## config.mk

```make
export PLATFORM = sky130hd
export DESIGN_NAME = tnc_exc_ctrl
export DESIGN_NICKNAME = d
export VERILOG_FILES = /design/src/rtl/tnc_pkg.sv /design/src/rtl/tnc_route_reg.sv /design/src/rtl/tnc_exc_ctrl.sv
export SDC_FILE = /design/constraint.sdc
export NUM_CORES = 1
export LEC_CHECK = 0
export ABC_AREA = 0
export BUFFER_PORTS_ARGS = -buffer_cell sky130_fd_sc_hd__buf_2
export CAP_MARGIN = 20
export CORE_AREA = 3 3 107 109
export DETAILED_ROUTE_END_ITERATION = 10
export DIE_AREA = 0 0 110 112
export PLACE_DENSITY = 0.8
export SKIP_CTS_REPAIR_TIMING = 1
export SLEW_MARGIN = 20
export SYNTH_ARGS = -nofsm -noshare
export SYNTH_HDL_FRONTEND = slang
export SYNTH_HIERARCHICAL = 1
export SYNTH_SLANG_ARGS = --single-unit
```

## constraint.sdc

```tcl
create_clock -name mclk_i -period 3.6 [get_ports mclk_i]
set_input_delay 0.72 -clock mclk_i [delete_from_list [all_inputs] [get_ports mclk_i]]
set_output_delay 0.72 -clock mclk_i [all_outputs]
set_load 0.005 [all_outputs]
```

## src/rtl/tnc_pkg.sv

```systemverilog
// Constants, command codes and states of the trap and source-routing block
package tnc_pkg;
    // Register placement and reset values
    localparam logic [19:0] TNC_ROUTE_ADDR   = 20'hFFA9;
    localparam logic [7:0]  TNC_ROUTE_RESET  = 8'h00;
    localparam logic [7:0]  TNC_STATUS_RESET = 8'h00;
    localparam int          TNC_ROUTE_BITS   = 2;
    // Field positions
    localparam int TNC_PIN_BIT  = 0;
    localparam int TNC_WDT_BIT  = 1;
    localparam int TNC_IE_BIT   = 3;
    localparam int TNC_RSVD_BIT = 1;
    // Vector table addresses; the operand error slot value is arbitrary
    localparam logic [15:0] TNC_BRK_VEC   = 16'h003E;
    localparam logic [15:0] TNC_OPERR_VEC = 16'h003C;
    localparam logic [3:0]  TNC_BASE_HIGH = 4'h0;
    localparam logic [11:0] TNC_PAD12     = 12'h000;

    // Commands issued by the instruction sequencer
    typedef enum logic [3:0] {
        TNC_CMD_PUSH, TNC_CMD_POP, TNC_CMD_INTERRUPT_RETURN_INSN, TNC_CMD_BREAK_RETURN_INSN,
        TNC_CMD_BANK_IRQ_RETURN_INSN, TNC_CMD_BANK_BREAK_RETURN_INSN, TNC_CMD_BRK, TNC_CMD_BANK_BREAK_TRAP_INSN,
        TNC_CMD_VACK, TNC_CMD_CSACK, TNC_CMD_CHECK, TNC_CMD_OPERR
    } tnc_cmd_t;

    // Trap entry sequencer states
    typedef enum logic [2:0] {
        TNC_ST_IDLE, TNC_ST_PUSH_PSW, TNC_ST_PUSH_PC, TNC_ST_VEC,
        TNC_ST_BANK, TNC_ST_BRANCH
    } tnc_state_t;
endpackage

```

## src/rtl/tnc_route_reg.sv

```systemverilog
// Once-settable source-routing register with bit and byte writes
`timescale 1ns/1ps
module tnc_route_reg
    import tnc_pkg::*;
#(
    parameter int WIDTH = TNC_ROUTE_BITS
) (
    input  wire logic             mclk_i,
    input  wire logic             rst_n_i,
    input  wire logic             wr_byte_i,
    input  wire logic             wr_bit_i,
    input  wire logic [2:0]       bit_sel_i,
    input  wire logic [7:0]       wdata_i,
    output logic      [WIDTH-1:0] q_o
);
    logic [WIDTH-1:0] set_ff;

    // Each bit may only go from 0 to 1; a 1 sticks until reset
    genvar gi;
    generate
        for (gi = 0; gi < WIDTH; gi++) begin : g_bit
            wire logic hit = wr_byte_i | (wr_bit_i & (bit_sel_i == 3'(gi)));
            wire logic nxt_set = set_ff[gi] | (hit & wdata_i[gi]);
            always_ff @(posedge mclk_i or negedge rst_n_i) begin
                if (!rst_n_i) begin
                    set_ff[gi] <= TNC_ROUTE_RESET[gi];
                end else begin
                    set_ff[gi] <= nxt_set;
                end
            end
        end
    endgenerate

    assign q_o = set_ff;
endmodule

```

## src/rtl/tnc_exc_ctrl.sv

```systemverilog
// Trap entry sequencing, status byte and interrupt source routing
`timescale 1ns/1ps
// Summary of operation
// - Routing bits reset zero, settable once only
// - Watchdog routed non-maskable or masked maskable
// - Shared pin acts as request two or non-maskable
// - Routing register takes bit and byte writes
// - Status byte resets zero; enable flag gates acceptance
// - Vectored ack and break push status, clear enable
// - Push stores status; returns and pop reload it
// - Bank switch saves status in bank, clears enable
// - Software traps always taken, masks ignored
// - Break pushes status, counter, loads fixed vector
// - Bank break selects bank, saves context, branches
// - Bank break return sets next base-area start
// - Inverted third operand byte must equal fourth
// - Operand error pushes status and faulting address
// - Priority bit orders pin and watchdog requests
module tnc_exc_ctrl
    import tnc_pkg::*;
(
    input  wire logic        mclk_i,
    input  wire logic        rst_n_i,
    input  wire logic [19:0] mem_addr_i,
    input  wire logic        mem_wr_byte_i,
    input  wire logic        mem_wr_bit_i,
    input  wire logic        mem_rd_i,
    input  wire logic [2:0]  mem_bit_sel_i,
    input  wire logic [7:0]  mem_wdata_i,
    output logic      [7:0]  mem_rdata_o,
    input  wire logic        psw_wr_byte_i,
    input  wire logic        psw_wr_bit_i,
    input  wire logic [2:0]  psw_bit_sel_i,
    input  wire logic [7:0]  psw_wdata_i,
    input  wire logic        ei_i,
    input  wire logic        di_i,
    output logic      [7:0]  status_byte_low_o,
    output logic             irq_enable_flag_o,
    input  wire logic        cmd_valid_i,
    input  wire tnc_cmd_t    cmd_i,
    input  wire logic [7:0]  cmd_data_i,
    input  wire logic [19:0] cmd_pc_i,
    input  wire logic [2:0]  cmd_bank_i,
    input  wire logic [7:0]  opnd3_i,
    input  wire logic [7:0]  opnd4_i,
    input  wire logic [15:0] vec_addr_i,
    input  wire logic [19:0] bank_vec_i,
    input  wire logic [15:0] vec_data_i,
    output logic             busy_o,
    output logic             stk_push_o,
    output logic      [19:0] stk_data_o,
    output logic             vec_rd_o,
    output logic      [15:0] vec_rd_addr_o,
    output logic             bank_wr_o,
    output logic      [2:0]  bank_sel_o,
    output logic      [7:0]  bank_psw_o,
    output logic      [19:0] bank_pc_o,
    output logic             bank_vec_wr_o,
    output logic             pc_load_o,
    output logic      [19:0] pc_new_o,
    output logic             op_err_o,
    input  wire logic        wdt_req_i,
    input  wire logic        wdt_mask_i,
    input  wire logic        pin_req_i,
    input  wire logic        pin_mask_i,
    input  wire logic        watchdog_priority_bit_i,
    output logic             wdt_nmi_o,
    output logic             wdt_maskable_o,
    output logic             pin_nmi_o,
    output logic             ext_request_two_o,
    output logic             nmi_take_wdt_o,
    output logic             nmi_take_pin_o,
    output logic             standby_rel_nmi_o,
    output logic             standby_rel_mi_o,
    output logic             irq_accept_o
);
    tnc_state_t  state_ff, nxt_state;
    tnc_cmd_t    kind_ff, nxt_kind;
    logic [7:0]  status_ff, nxt_status;
    logic [19:0] stk_data_ff, nxt_stk_data;
    logic [19:0] pc_save_ff, nxt_pc_save;
    logic [19:0] pc_new_ff, nxt_pc_new;
    logic [15:0] vec_addr_ff, nxt_vec_addr;
    logic [2:0]  bank_ff, nxt_bank;
    logic [7:0]  rdata_ff, nxt_rdata;
    logic        op_err_ff, nxt_op_err;
    logic [TNC_ROUTE_BITS-1:0] route_q;

    // Command decode
    wire logic take        = cmd_valid_i & (state_ff == TNC_ST_IDLE);
    wire logic opnd_bad    = (~opnd3_i) != opnd4_i;
    wire logic is_check    = take & (cmd_i == TNC_CMD_CHECK);
    wire logic is_brk      = cmd_i == TNC_CMD_BRK;
    wire logic is_operr    = (cmd_i == TNC_CMD_OPERR) | ((cmd_i == TNC_CMD_CHECK) & opnd_bad);
    wire logic is_stk_trap = is_brk | is_operr | (cmd_i == TNC_CMD_VACK);
    wire logic is_bank     = (cmd_i == TNC_CMD_BANK_BREAK_TRAP_INSN) | (cmd_i == TNC_CMD_CSACK);
    wire logic is_restore  = (cmd_i == TNC_CMD_POP) | (cmd_i == TNC_CMD_INTERRUPT_RETURN_INSN) |
                             (cmd_i == TNC_CMD_BREAK_RETURN_INSN) | (cmd_i == TNC_CMD_BANK_IRQ_RETURN_INSN) |
                             (cmd_i == TNC_CMD_BANK_BREAK_RETURN_INSN);
    wire logic ie_clear    = ((state_ff == TNC_ST_PUSH_PSW) & (kind_ff != TNC_CMD_PUSH)) |
                             (state_ff == TNC_ST_BANK);
    wire logic route_hit   = mem_addr_i == TNC_ROUTE_ADDR;

    // Routing register, written by bit or byte memory operations
    tnc_route_reg #(
        .WIDTH(TNC_ROUTE_BITS)
    ) u_route (
        .mclk_i   (mclk_i),
        .rst_n_i  (rst_n_i),
        .wr_byte_i(mem_wr_byte_i & route_hit),
        .wr_bit_i (mem_wr_bit_i & route_hit),
        .bit_sel_i(mem_bit_sel_i),
        .wdata_i  (mem_wdata_i),
        .q_o      (route_q)
    );

    // Source routing and non-maskable ordering
    assign wdt_nmi_o         = wdt_req_i & ~route_q[TNC_WDT_BIT];
    assign wdt_maskable_o    = wdt_req_i & route_q[TNC_WDT_BIT] & ~wdt_mask_i;
    assign pin_nmi_o         = pin_req_i & route_q[TNC_PIN_BIT];
    assign ext_request_two_o = pin_req_i & ~route_q[TNC_PIN_BIT] & ~pin_mask_i;
    assign standby_rel_nmi_o = pin_nmi_o;
    assign standby_rel_mi_o  = ext_request_two_o;
    assign nmi_take_wdt_o    = wdt_nmi_o & (watchdog_priority_bit_i | ~pin_nmi_o);
    assign nmi_take_pin_o    = pin_nmi_o & (~watchdog_priority_bit_i | ~wdt_nmi_o);

    // Status byte update: software writes, restores, trap clear, then reserved bit forced zero last
    always_comb begin
        nxt_status = status_ff;
        if (psw_wr_byte_i) begin
            nxt_status = psw_wdata_i;
        end else if (psw_wr_bit_i) begin
            nxt_status[psw_bit_sel_i] = psw_wdata_i[0];
        end
        if (ei_i) begin
            nxt_status[TNC_IE_BIT] = 1'b1;
        end
        if (di_i) begin
            nxt_status[TNC_IE_BIT] = 1'b0;
        end
        if (take & is_restore) begin
            nxt_status = cmd_data_i;
        end
        if (ie_clear) begin
            nxt_status[TNC_IE_BIT] = 1'b0;
        end
        nxt_status[TNC_RSVD_BIT] = 1'b0;
    end

    // Trap entry sequencer; runs to the branch without accepting commands
    always_comb begin
        nxt_state    = state_ff;
        nxt_kind     = kind_ff;
        nxt_stk_data = stk_data_ff;
        nxt_pc_save  = pc_save_ff;
        nxt_pc_new   = pc_new_ff;
        nxt_vec_addr = vec_addr_ff;
        nxt_bank     = bank_ff;
        unique case (state_ff)
            TNC_ST_IDLE: begin
                if (take) begin
                    nxt_kind     = is_operr ? TNC_CMD_OPERR : cmd_i;
                    nxt_pc_save  = cmd_pc_i;
                    nxt_bank     = cmd_bank_i;
                    nxt_stk_data = {TNC_PAD12, status_ff};
                    nxt_vec_addr = is_brk ? TNC_BRK_VEC :
                                   (is_operr ? TNC_OPERR_VEC : vec_addr_i);
                    nxt_pc_new   = bank_vec_i;
                    if (is_stk_trap | (cmd_i == TNC_CMD_PUSH)) begin
                        nxt_state = TNC_ST_PUSH_PSW;
                    end else if (is_bank) begin
                        nxt_state = TNC_ST_BANK;
                    end
                end
            end
            TNC_ST_PUSH_PSW: begin
                nxt_stk_data = pc_save_ff;
                nxt_state    = (kind_ff == TNC_CMD_PUSH) ? TNC_ST_IDLE : TNC_ST_PUSH_PC;
            end
            TNC_ST_PUSH_PC: begin
                nxt_state = TNC_ST_VEC;
            end
            TNC_ST_VEC: begin
                nxt_pc_new = {TNC_BASE_HIGH, vec_data_i};
                nxt_state  = TNC_ST_BRANCH;
            end
            TNC_ST_BANK: begin
                nxt_state = TNC_ST_BRANCH;
            end
            TNC_ST_BRANCH: begin
                nxt_state = TNC_ST_IDLE;
            end
        endcase
    end

    // Registered read data and operand error pulse
    assign nxt_rdata  = (mem_rd_i & route_hit) ? {6'h00, route_q} : 8'h00;
    assign nxt_op_err = is_check & opnd_bad;

    // State and data registers
    always_ff @(posedge mclk_i or negedge rst_n_i) begin
        if (!rst_n_i) begin
            state_ff    <= TNC_ST_IDLE;
            kind_ff     <= TNC_CMD_PUSH;
            status_ff   <= TNC_STATUS_RESET;
            stk_data_ff <= 20'h00000;
            pc_save_ff  <= 20'h00000;
            pc_new_ff   <= 20'h00000;
            vec_addr_ff <= 16'h0000;
            bank_ff     <= 3'h0;
            rdata_ff    <= 8'h00;
            op_err_ff   <= 1'b0;
        end else begin
            state_ff    <= nxt_state;
            kind_ff     <= nxt_kind;
            status_ff   <= nxt_status;
            stk_data_ff <= nxt_stk_data;
            pc_save_ff  <= nxt_pc_save;
            pc_new_ff   <= nxt_pc_new;
            vec_addr_ff <= nxt_vec_addr;
            bank_ff     <= nxt_bank;
            rdata_ff    <= nxt_rdata;
            op_err_ff   <= nxt_op_err;
        end
    end

    // Outputs
    assign mem_rdata_o       = rdata_ff;
    assign status_byte_low_o = status_ff;
    assign irq_enable_flag_o = status_ff[TNC_IE_BIT];
    assign irq_accept_o      = status_ff[TNC_IE_BIT] & (wdt_maskable_o | ext_request_two_o);
    assign busy_o            = state_ff != TNC_ST_IDLE;
    assign stk_push_o        = (state_ff == TNC_ST_PUSH_PSW) | (state_ff == TNC_ST_PUSH_PC);
    assign stk_data_o        = stk_data_ff;
    assign vec_rd_o          = state_ff == TNC_ST_PUSH_PC;
    assign vec_rd_addr_o     = vec_addr_ff;
    assign bank_wr_o         = state_ff == TNC_ST_BANK;
    assign bank_sel_o        = bank_ff;
    assign bank_psw_o        = stk_data_ff[7:0];
    assign bank_pc_o         = pc_save_ff;
    assign bank_vec_wr_o     = take & (cmd_i == TNC_CMD_BANK_BREAK_RETURN_INSN);
    assign pc_load_o         = state_ff == TNC_ST_BRANCH;
    assign pc_new_o          = pc_new_ff;
    assign op_err_o          = op_err_ff;
endmodule

```

==> reports/metrics.yaml, run 1 <==
power_and_ir_drop:
  pwr-share-clk_pct: 17.2
  power_frac_seq_pct: 43.3
  p_int_mw: 2.656
  netSwitchingPower_mw: 1.646
  combPwrFrac_pct: 39.5
  p_leak_nw: 3.431
  sw_frac_of_total_pct: 38.26
  peakVddDrop_v: 0.0003793
  power.density_mw_per_mm2: 696.8
synthesis:
  synth_compound_area_share_pct: 12.34
  synthMuxAreaShare_pct: 4.471
  yosys.area_share.xor_xnor_pct: 1.499
  async_flop_share_pct: 100.0
  syn_area_per_cell_um2: 9.479
  ys_warn_count: 6
  yosysSeqAreaShare_pct: 52.48
  synth_top_family_by_area: "simple AND/OR/NAND/NOR gates"
  synth_area_mm2: 0.004673
  syn_inst: 493
  synth-edff-count: 0
  synth_cell_type_count: 52
  synthSimpleGateAreaFrac_pct: 22.30
  synthFlopType: "dfrtp_1"
  ys_ff_latch: 98
  synthAdderAreaFrac_pct: 0
drt:
  drtIter0Drc: 299
  viasPerCell: 5.027
  drc: 0
  vias: 4429
  avgRoutedWirePerCell_um: 15.19
  drtAntennaViolNets: 0
  first_pass_iters: 5
  wl_um: 13380
cts:
  cts_tree: "built"
  worstSkewPairLatency_ns: 0.37
  cts_sinks: 98
  root_buffer: "clkbuf_8"
  htree_levels: 3
  cts_buffer_depth: 2
  path_clk_slew_ns: 0.10
  cts_buffers: 9
worst_setup_path:
  cp_slowest_stage_delay_ns: 0.46
  path_max_fanout: 8
  end_kind: "output pin"
  cp_slowest_cell: "dfrtp_1"
  path_class: "register to output pin"
  cp-start-kind: "register"
  required_ns: 2.88
  rr_startpoint: "state_ff[0]$_DFFE_PN0P_"
  r2r-end: "vec_rd_addr_o[0]$_DFFE_PN0P_"
  cp_cell_sequence: "or3_4 > or2_2 > nor2_1 > buf_2"
  rr_worst_depth: 5
  reg2reg_slack_ns: 1.37
  cp_data_arrival_time_ns: 1.81
timing:
  worst-slew-pin-transition_ns: 0.7784
  fmax_ghz: 0.3950
  holdWs_ns: 0.3679
  relSlewSlack_pct: 48.11
  finalSetupViolations: 0
  slew_violations: 0
  finalSetupTns_ns: 0
  finalCritPeriodShare_pct: 70.32
  min_period_ns: 2.532
  timing_hold_violations_final: 0
  rsz0062_at_grt: "no"
  clock_skew_ns: 0.01498
  setup_slack_ns: 1.068
status:
  status: "finished, final reports clean"
worst_hold_path:
  hold_class: "input port to async pin"
die:
  initial_core_util_pct: 43.68
  die_h_um: 112
  design.core.area_mm2: 0.01070
  die_w_um: 110
  io-pin-count: 280
  row_count: 38
  fp.dieArea_mm2: 0.01232
place:
  dpl.cell_count: 865
  gp_congestion: 0.8344
  pre_cts_ws_ns: 1.001
  port-buffer-count: 264
  hpwl_um: 10270
grt:
  grt_pass1_vias: 4374
  track_usage_pct: 21.38
  grt_pass1_wl_um: 20790
  grt_start_max_net_pins: 67
  overflow: 0
  antenna_found_initial: 0
finish:
  fin_util_pct: 57.72
  n_antenna_cell: 0
  nets: 896
  instances_no_fill: 881
  drive_gt1_share_pct: 40.89
  syn2layout_area_growth_pct: 32.13
run:
  cap_violations: 0
## power by group through the flow
stage / registers (mW) / clock network [mW] / logic, mW
after CTS: 1.86 / 0.771 / 1.74
after global routing: 1.92 / 0.822 / 1.93
after detailed placement: 1.87 / 0 / 1.74
after global placement: 1.85 / 0 / 1.66
after floorplan: 1.87 / 0 / 0.974
final: 1.86 / 0.741 / 1.70
## through the flow
| stage | instance area, µm² | power (mW) |
|---|---|---|
| CTS | 6175 | 4.369 |
| global placement | 5966 | 3.515 |
| global route | 6175 | 4.677 |
| floorplan | 4696 | 2.843 |
| detailed placement | 5966 | 3.613 |
| finish | 6175 | 4.303 |
## worst max path at each step
| stage | start | endpoint | slack [ns] |
|---|---|---|---|
| floorplan | state_ff[0]$_DFFE_PN0P_ | bank_vec_wr_o | 1.29 |
| global placement | mem_addr_i[17] | u_route/q_o[1]$_DFF_PN0_ | 1.04 |
| detailed placement | mem_addr_i[17] | u_route/q_o[0]$_DFF_PN0_ | 1.00 |
| CTS | state_ff[0]$_DFFE_PN0P_ | bank_vec_wr_o | 1.05 |
| global route | state_ff[0]$_DFFE_PN0P_ | bank_vec_wr_o | 0.94 |
| finish | state_ff[0]$_DFFE_PN0P_ | bank_vec_wr_o | 1.07 |
## critical path: cells and delay by family (launching register included)
kind / cells / cell delay [ns]
buf+inv: 1 / 0.14
flops: 1 / 0.46
simple gates: 3 / 0.85
## routing by layer
metal / vias to the layer above / wire [µm] / track usage (%) / share of wire (%)
met4: 0 / 196 / 6.899 / 1.5
li1: 2117 / - / - / -
met5: - / 0 / 0 / 0
met1: 2087 / 5079 / 24.25 / 38
met3: 16 / 1187 / 6.203 / 8.9
met2: 209 / 6914 / 37.99 / 52
## Yosys cell counts, types with 2 or more instances
cell      count  area share (%)
a21oi_1      18             1.9
a22o_1       11             2.1
a22oi_1      16             2.6
a31oi_1       2            0.27
and2_1        2            0.27
and3_1        4            0.54
buf_1         3            0.24
buf_2         3            0.32
buf_4        19             3.1
buf_6         6             1.4
clkbuf_1     12            0.96
dfrtp_1      98              52
inv_1        10            0.80
mux2_2        7             1.7
mux2i_1      13             2.8
nand2_1     164              13
nand2b_1      2            0.27
nand3_1       7            0.75
nand4_1       2            0.27
nand4b_1      4            0.75
nor2_1       20             1.6
nor2_4        2            0.48
nor2b_1       3            0.40
nor4_4        2            0.91
nor4bb_1      2            0.43
o21a_1        3            0.48
o21ai_1      24             2.6
or2_1         2            0.27
or3_1         2            0.27
xnor2_1       8             1.5
## logic make-up (layout without fill, tap and decap cells)
family | Yosys count | in the layout
xor gates and xnor gates | 8 | 8
buffers and inverters | 53 | 295
other | 1 | 7
DFF | 98 | 98
and+or+nand+nor | 228 | 228
AOI/OAI and AO/OA | 85 | 85
muxes | 20 | 20
## area by class of cell
class / instances / area (µm²)
fillers: 958 / 4523
clock inverters: 7 / 85.08
well taps: 140 / 175.2
flip-flops and latches: 98 / 2452
clock buffers: 9 / 123.9
repair buffers: 269 / 1374
multi-input cells: 348 / 1927
inverters: 10 / 37.54
## layout by cell type (no fill, tap or decap), types with 3 or more instances in the layout
cell      Yosys  routed
a21oi_1      18      18
nor2_1       20      19
a22oi_1      16      16
buf_2         3     263
mux2i_1      13      13
nand4b_1      4       4
conb_1        1       7
nand2_1     164     164
inv_1        10      10
nor2b_1       3       3
a22o_1       11      11
clkbuf_8      0       9
clkinv_4      0       3
nand3_1       7       7
o21a_1        3       3
and3_1        4       4
buf_4        19       5
dfrtp_1      98      98
mux2_2        7       7
xnor2_1       8       8
o21ai_1      24      24
## state kept, by name, summed over array words and instances (netlist names), 3 cells and up
signal,cells
bank_pc_o,20
bank_sel_o,3
kind_ff,4
pc_new_o,20
state_ff,3
status_byte_low_o,7
stk_data_o,20
vec_rd_addr_o,16
(Power assumes the default switching activity.)
==> inputs of run 2 (changes only) <==
Settings changed: CORE_AREA 3 3 107 109 to not set, CORE_MARGIN set to 3, CORE_UTILIZATION set to 39, DIE_AREA 0 0 110 112 to not set, PLACE_DENSITY 0.8 to 0.75.
Clock period 3.6 ns to 2.2 ns, I/O delays scaled along.
==> run 2 against run 1 <==
Compared with the run above:
- wire length rose by 2.9%
- critical endpoint unchanged
- count of clock-buffer cells in the layout increased by 1
- non-clock buffer count rose by 7
==> reports/metrics.yaml, run 2 (synthesis gave the netlist of run 1 again) <==
die:
  design.core.area_mm2: 0.01156
  die_w_um: 115.5
  die_h_um: 115.5
  fp.dieArea_mm2: 0.01333
  row_count: 39
  initial_core_util_pct: 40.41
  io-pin-count: 280
finish:
  final_area_mm2: 0.006342
  syn2layout_area_growth_pct: 35.72
  instances_no_fill: 890
  nets: 903
  drive_gt1_share_pct: 41.50
  n_antenna_cell: 0
  fin_util_pct: 54.84
  final_cell_mix: "buf_2 (263), nand2_1 (164), dfrtp_1 (98)"
  layout.cells.most_common: "buf_2"
place:
  port-buffer-count: 264
  dpl.cell_count: 874
  gp_congestion: 0.8606
  placedInstanceArea_mm2: 0.006027
  hpwl_um: 10710
cts:
  htree_levels: 3
  cts_buffer_depth: 2
  cts_sinks: 98
  cts_buffers: 9
  worstSkewPairLatency_ns: 0.34
  cts_tree: "built"
  root_buffer: "clkbuf_16"
  path_clk_slew_ns: 0.07
timing:
  holdWs_ns: 0.1565
  fmax_ghz: 0.4699
  timing_hold_violations_final: 0
  finalSetupViolations: 0
  slew_violations: 0
  relSlewSlack_pct: 55.97
  finalCritPeriodShare_pct: 96.74
  clock_skew_ns: 0.006538
  worst-slew-pin-transition_ns: 0.6604
  rsz0062_at_grt: "no"
  min_period_ns: 2.128
grt:
  grt_start_max_net_pins: 99
  overflow: 0
  track_usage_pct: 20.26
  grt_pass1_wl_um: 21180
  grt_pass1_vias: 4391
  antenna_found_initial: 0
worst_setup_path:
  rr_startpoint: "state_ff[0]$_DFFE_PN0P_"
  rr_worst_depth: 6
  reg2reg_slack_ns: 0.29
  r2r-end: "stk_data_o[2]$_DFFE_PN0P_"
  end_kind: "output pin"
  cp_data_arrival_time_ns: 1.69
  path_max_fanout: 3
  path_class: "register to output pin"
  cp-start-kind: "register"
  required_ns: 1.76
status:
  status: "finished, final reports clean"
drt:
  first_pass_iters: 4
  wl_um: 13770
  drtAntennaViolNets: 0
  viasPerCell: 4.966
  avgRoutedWirePerCell_um: 15.47
  drtIter0Drc: 208
  vias: 4420
  drc: 0
power_and_ir_drop:
  p_leak_nw: 3.508
  power.total_mw: 7.519
  peakVddDrop_v: 0.0006111
  power.density_mw_per_mm2: 1186
run:
  cap_violations: 0
worst_hold_path:
  hold_class: "input port to async pin"
[run 2: cell count changes in the layout (fill, tap and decap cells not counted), sizes merged]
cell	previous run	this run
clkbuf	9	10
clkinvlp	0	1
clkinv	3	2
inv	13	11
buf	269	276
[run 2: where the power goes]
part	total [mW]	switching (mW)	internal, mW
combinational	2.91	1.57	1.33
sequential	3.01	0.470	2.54
clock	1.60	0.687	0.914
[run 2: worst max-delay path by stage]
stage,cells past startpoint,startpoint,endpoint,slack [ns]
after CTS,4,state_ff[0]$_DFFE_PN0P_,bank_vec_wr_o,-0.06
after global placement,6,mem_addr_i[17],u_route/q_o[1]$_DFF_PN0_,0.09
after detailed placement,6,mem_addr_i[17],u_route/q_o[0]$_DFF_PN0_,0.002
after floorplan,6,state_ff[0]$_DFFE_PN0P_,bank_vec_wr_o,0.17
final,4,state_ff[0]$_DFFE_PN0P_,bank_vec_wr_o,0.07
after global routing,4,state_ff[0]$_DFFE_PN0P_,bank_vec_wr_o,0.02
[run 2: area by class of cell]
type | count | area, µm²
clock buffers | 10 | 239.0
well taps | 143 | 178.9
multi-input cells | 348 | 1932
flip-flops and latches | 98 | 2452
clock inverters | 5 | 63.81
repair buffers | 276 | 1439
fillers | 1059 | 5223
inverters | 10 | 37.54
[run 2: routing by layer]
| metal | GRT usage [%] | up-vias | wire length, µm |
|---|---|---|---|
| met5 | 0 | - | 0 |
| met4 | 8.059 | 0 | 292 |
| met3 | 3.916 | 20 | 1073 |
| met2 | 36.19 | 207 | 6909 |
| met1 | 23.96 | 2057 | 5495 |
| li1 | - | 2136 | - |
[run 2: per-stage QoR]
step	setup TNS (ns)	setup WS, ns
after floorplan	0	0.1697
after global placement	0	0.08805
after detailed placement	0	0.002306
after CTS	-0.06100	-0.06100
after global routing	0	0.01549
final	0	0.07173
[run 2: worst max-delay path: stages, from the launching register on]
cell and delay (ns):
dfrtp_1 0.38, or3_4 0.42, or2_4 0.29, nor2_2 0.13, buf_2 0.13
==> inputs of run 3 (changes only) <==
Settings changed: CORE_UTILIZATION 39 to 40, PLACE_DENSITY 0.75 to 0.77, SYNTH_HIERARCHICAL 1 to not set.
==> run 3 against run 2 <==
Compared with the run above:
- critical path type unchanged
- power up 3.2%
- combinational power up 3%
- synthesized cell count up 4.9%
- highest routed layer unchanged
- sequential cell count unchanged
==> reports/metrics.yaml, run 3 <==
status:
  status: "finished, final reports clean"
synthesis:
  synth_cell_type_count: 50
  ys_ff_latch: 98
  synthAdderAreaFrac_pct: 0
  ys_warn_count: 0
  synth_top_cell_by_area: "dfrtp_1"
  syn_area_per_cell_um2: 9.131
  synthSimpleGateAreaFrac_pct: 24.70
  synth_compound_area_share_pct: 11.66
  synth_area_mm2: 0.004721
  synth_top_area_share_pct: 51.95
  yosys-top-cells-count: "nand2_1 (187), dfrtp_1 (98), o21ai_0 (20)"
  synthFlopType: "dfrtp_1"
  async_flop_share_pct: 100.0
  syn_inst: 517
  synth_most_common_cell: "nand2_1"
  ys_top_cells_by_area: "dfrtp_1 (52%), nand2_1 (15%), buf_4 (2.9%), a22oi_1 (2.5%), o21ai_0 (2.1%)"
  yosys.area_share.xor_xnor_pct: 1.484
  synthMuxAreaShare_pct: 2.968
  synth-edff-count: 0
  yosysSeqAreaShare_pct: 51.95
  synth_top_family_by_area: "simple AND/OR/NAND/NOR gates"
grt:
  grt_pass1_wl_um: 20690
  overflow: 0
  grt_pass1_vias: 4213
  grt_start_max_net_pins: 49
  track_usage_pct: 19.55
  antenna_found_initial: 0
die:
  die_h_um: 114.6
  die_w_um: 114.6
  fp.dieArea_mm2: 0.01314
  row_count: 39
  design.core.area_mm2: 0.01147
  initial_core_util_pct: 41.17
  io-pin-count: 280
drt:
  met1Wirelength_um: 5522
  viasPerCell: 4.893
  dr.max_layer_used: "met4"
  drtAntennaViolNets: 0
  wl_met2_um: 6496
  drtIter0Drc: 362
  first_pass_iters: 4
  wl_um: 13060
  vias: 4482
  drc: 0
  avgRoutedWirePerCell_um: 14.25
  wl_met3_um: 923
timing:
  finalSetupViolations: 0
  fmax_ghz: 0.4854
  min_period_ns: 2.060
  finalCritPeriodShare_pct: 93.64
  timing_hold_violations_final: 0
  clock_skew_ns: 0.01087
  rsz0062_at_grt: "no"
  worst-slew-pin-transition_ns: 1.016
  relSlewSlack_pct: 31.98
  setup_slack_ns: 0.1400
  slew_violations: 0
worst_setup_path:
  r2r-end: "status_byte_low_o[0]$_DFFE_PN0P_"
  rr_worst_depth: 4
  cp_data_arrival_time_ns: 1.62
  required_ns: 1.76
  reg2reg_slack_ns: 0.25
  cp-start-kind: "register"
  rr_startpoint: "state_ff[0]$_DFFE_PN0P_"
  path_max_fanout: 4
  end_kind: "output pin"
  path_class: "register to output pin"
cts:
  worstSkewPairLatency_ns: 0.34
  cts_tree: "built"
  path_clk_slew_ns: 0.07
  cts_sinks: 98
  root_buffer: "clkbuf_16"
  htree_levels: 3
  cts_buffer_depth: 2
  cts_buffers: 9
place:
  dpl.cell_count: 899
  hpwl_um: 10200
  gp_congestion: 0.8146
  pre_cts_ws_ns: 0.1799
  port-buffer-count: 264
run:
  cap_violations: 0
power_and_ir_drop:
  power.density_mw_per_mm2: 1203
  p_leak_nw: 3.554
  peakVddDrop_v: 0.0008798
  power.total_mw: 7.761
finish:
  fin_util_pct: 56.27
  instances_no_fill: 916
  layout.cells.most_common: "buf_2"
  n_antenna_cell: 0
  final_cell_mix: "buf_2 (263), nand2_1 (187), dfrtp_1 (98)"
  nets: 928
  syn2layout_area_growth_pct: 36.68
  drive_gt1_share_pct: 40.75
worst_hold_path:
  hold_class: "input port to async pin"
[run 3: changes by cell type in the layout (fill, tap and decap cells not counted), sizes merged, moves of 9 or more]
cell / previous run / this run
a21oi: 18 / 3
a22o: 11 / 0
inv: 11 / 20
nand2: 164 / 187
o31ai: 1 / 12
[run 3: worst max-delay path by stage]
stage,start,endpoint,slack (ns),depth (start not counted)
after floorplan,state_ff[2]$_DFFE_PN0P_,bank_vec_wr_o,0.14,5
after global placement,cmd_valid_i,bank_vec_wr_o,0.19,4
after detailed placement,cmd_valid_i,bank_vec_wr_o,0.18,4
after CTS,state_ff[2]$_DFFE_PN0P_,bank_vec_wr_o,-0.07,3
after global routing,state_ff[0]$_DFFE_PN0P_,bank_vec_wr_o,0.07,3
final,state_ff[0]$_DFFE_PN0P_,bank_vec_wr_o,0.14,3
[run 3: worst max-delay path, stage by stage, from the launching register on]
cell     delay, ns
dfrtp_1       0.38
or4b_4        0.59
nor4_4        0.16
buf_2         0.16
[run 3: final cells by class]
class                      count  area [µm²]
clock buffer                  10       229.0
clock inverter                 6       96.34
fill                        1063        5015
inverter                      17       63.81
multi-input combinational    361        1968
sequential                    98        2452
tap                          143       178.9
timing repair buffer         281        1464
[run 3: cell families after synthesis]
group           Yosys count
compound gates           80
xor+xnor                  8
buf+inv                  64
flops                    98
mux                      13
other cells               1
simple gates            253
[run 3: stage by stage]
stage                     instance area, µm²  TNS (ns)  hold slack, ns
final                                   6452         0         0.02842
after global routing                    6452         0         0.05001
after CTS                               6430  -0.07067         0.03213
after detailed placement                6105         0          0.3991
after global placement                  6105         0          0.3978
after floorplan                         4743         0          0.1444
[run 3: power breakdown]
group	switching, mW	internal (mW)	total (mW)	leakage (nW)
Sequential	0.474	2.57	3.04	1.22
Clock	0.711	1.01	1.72	0.156
Combinational	1.62	1.37	2.99	2.18
[run 3: metal layers]
| metal | track usage (%) | vias to the layer above |
|---|---|---|
| met4 | 4.751 | 0 |
| met5 | 0 | - |
| met2 | 33.57 | 178 |
| li1 | - | 2229 |
| met1 | 25.49 | 2067 |
| met3 | 3.700 | 8 |
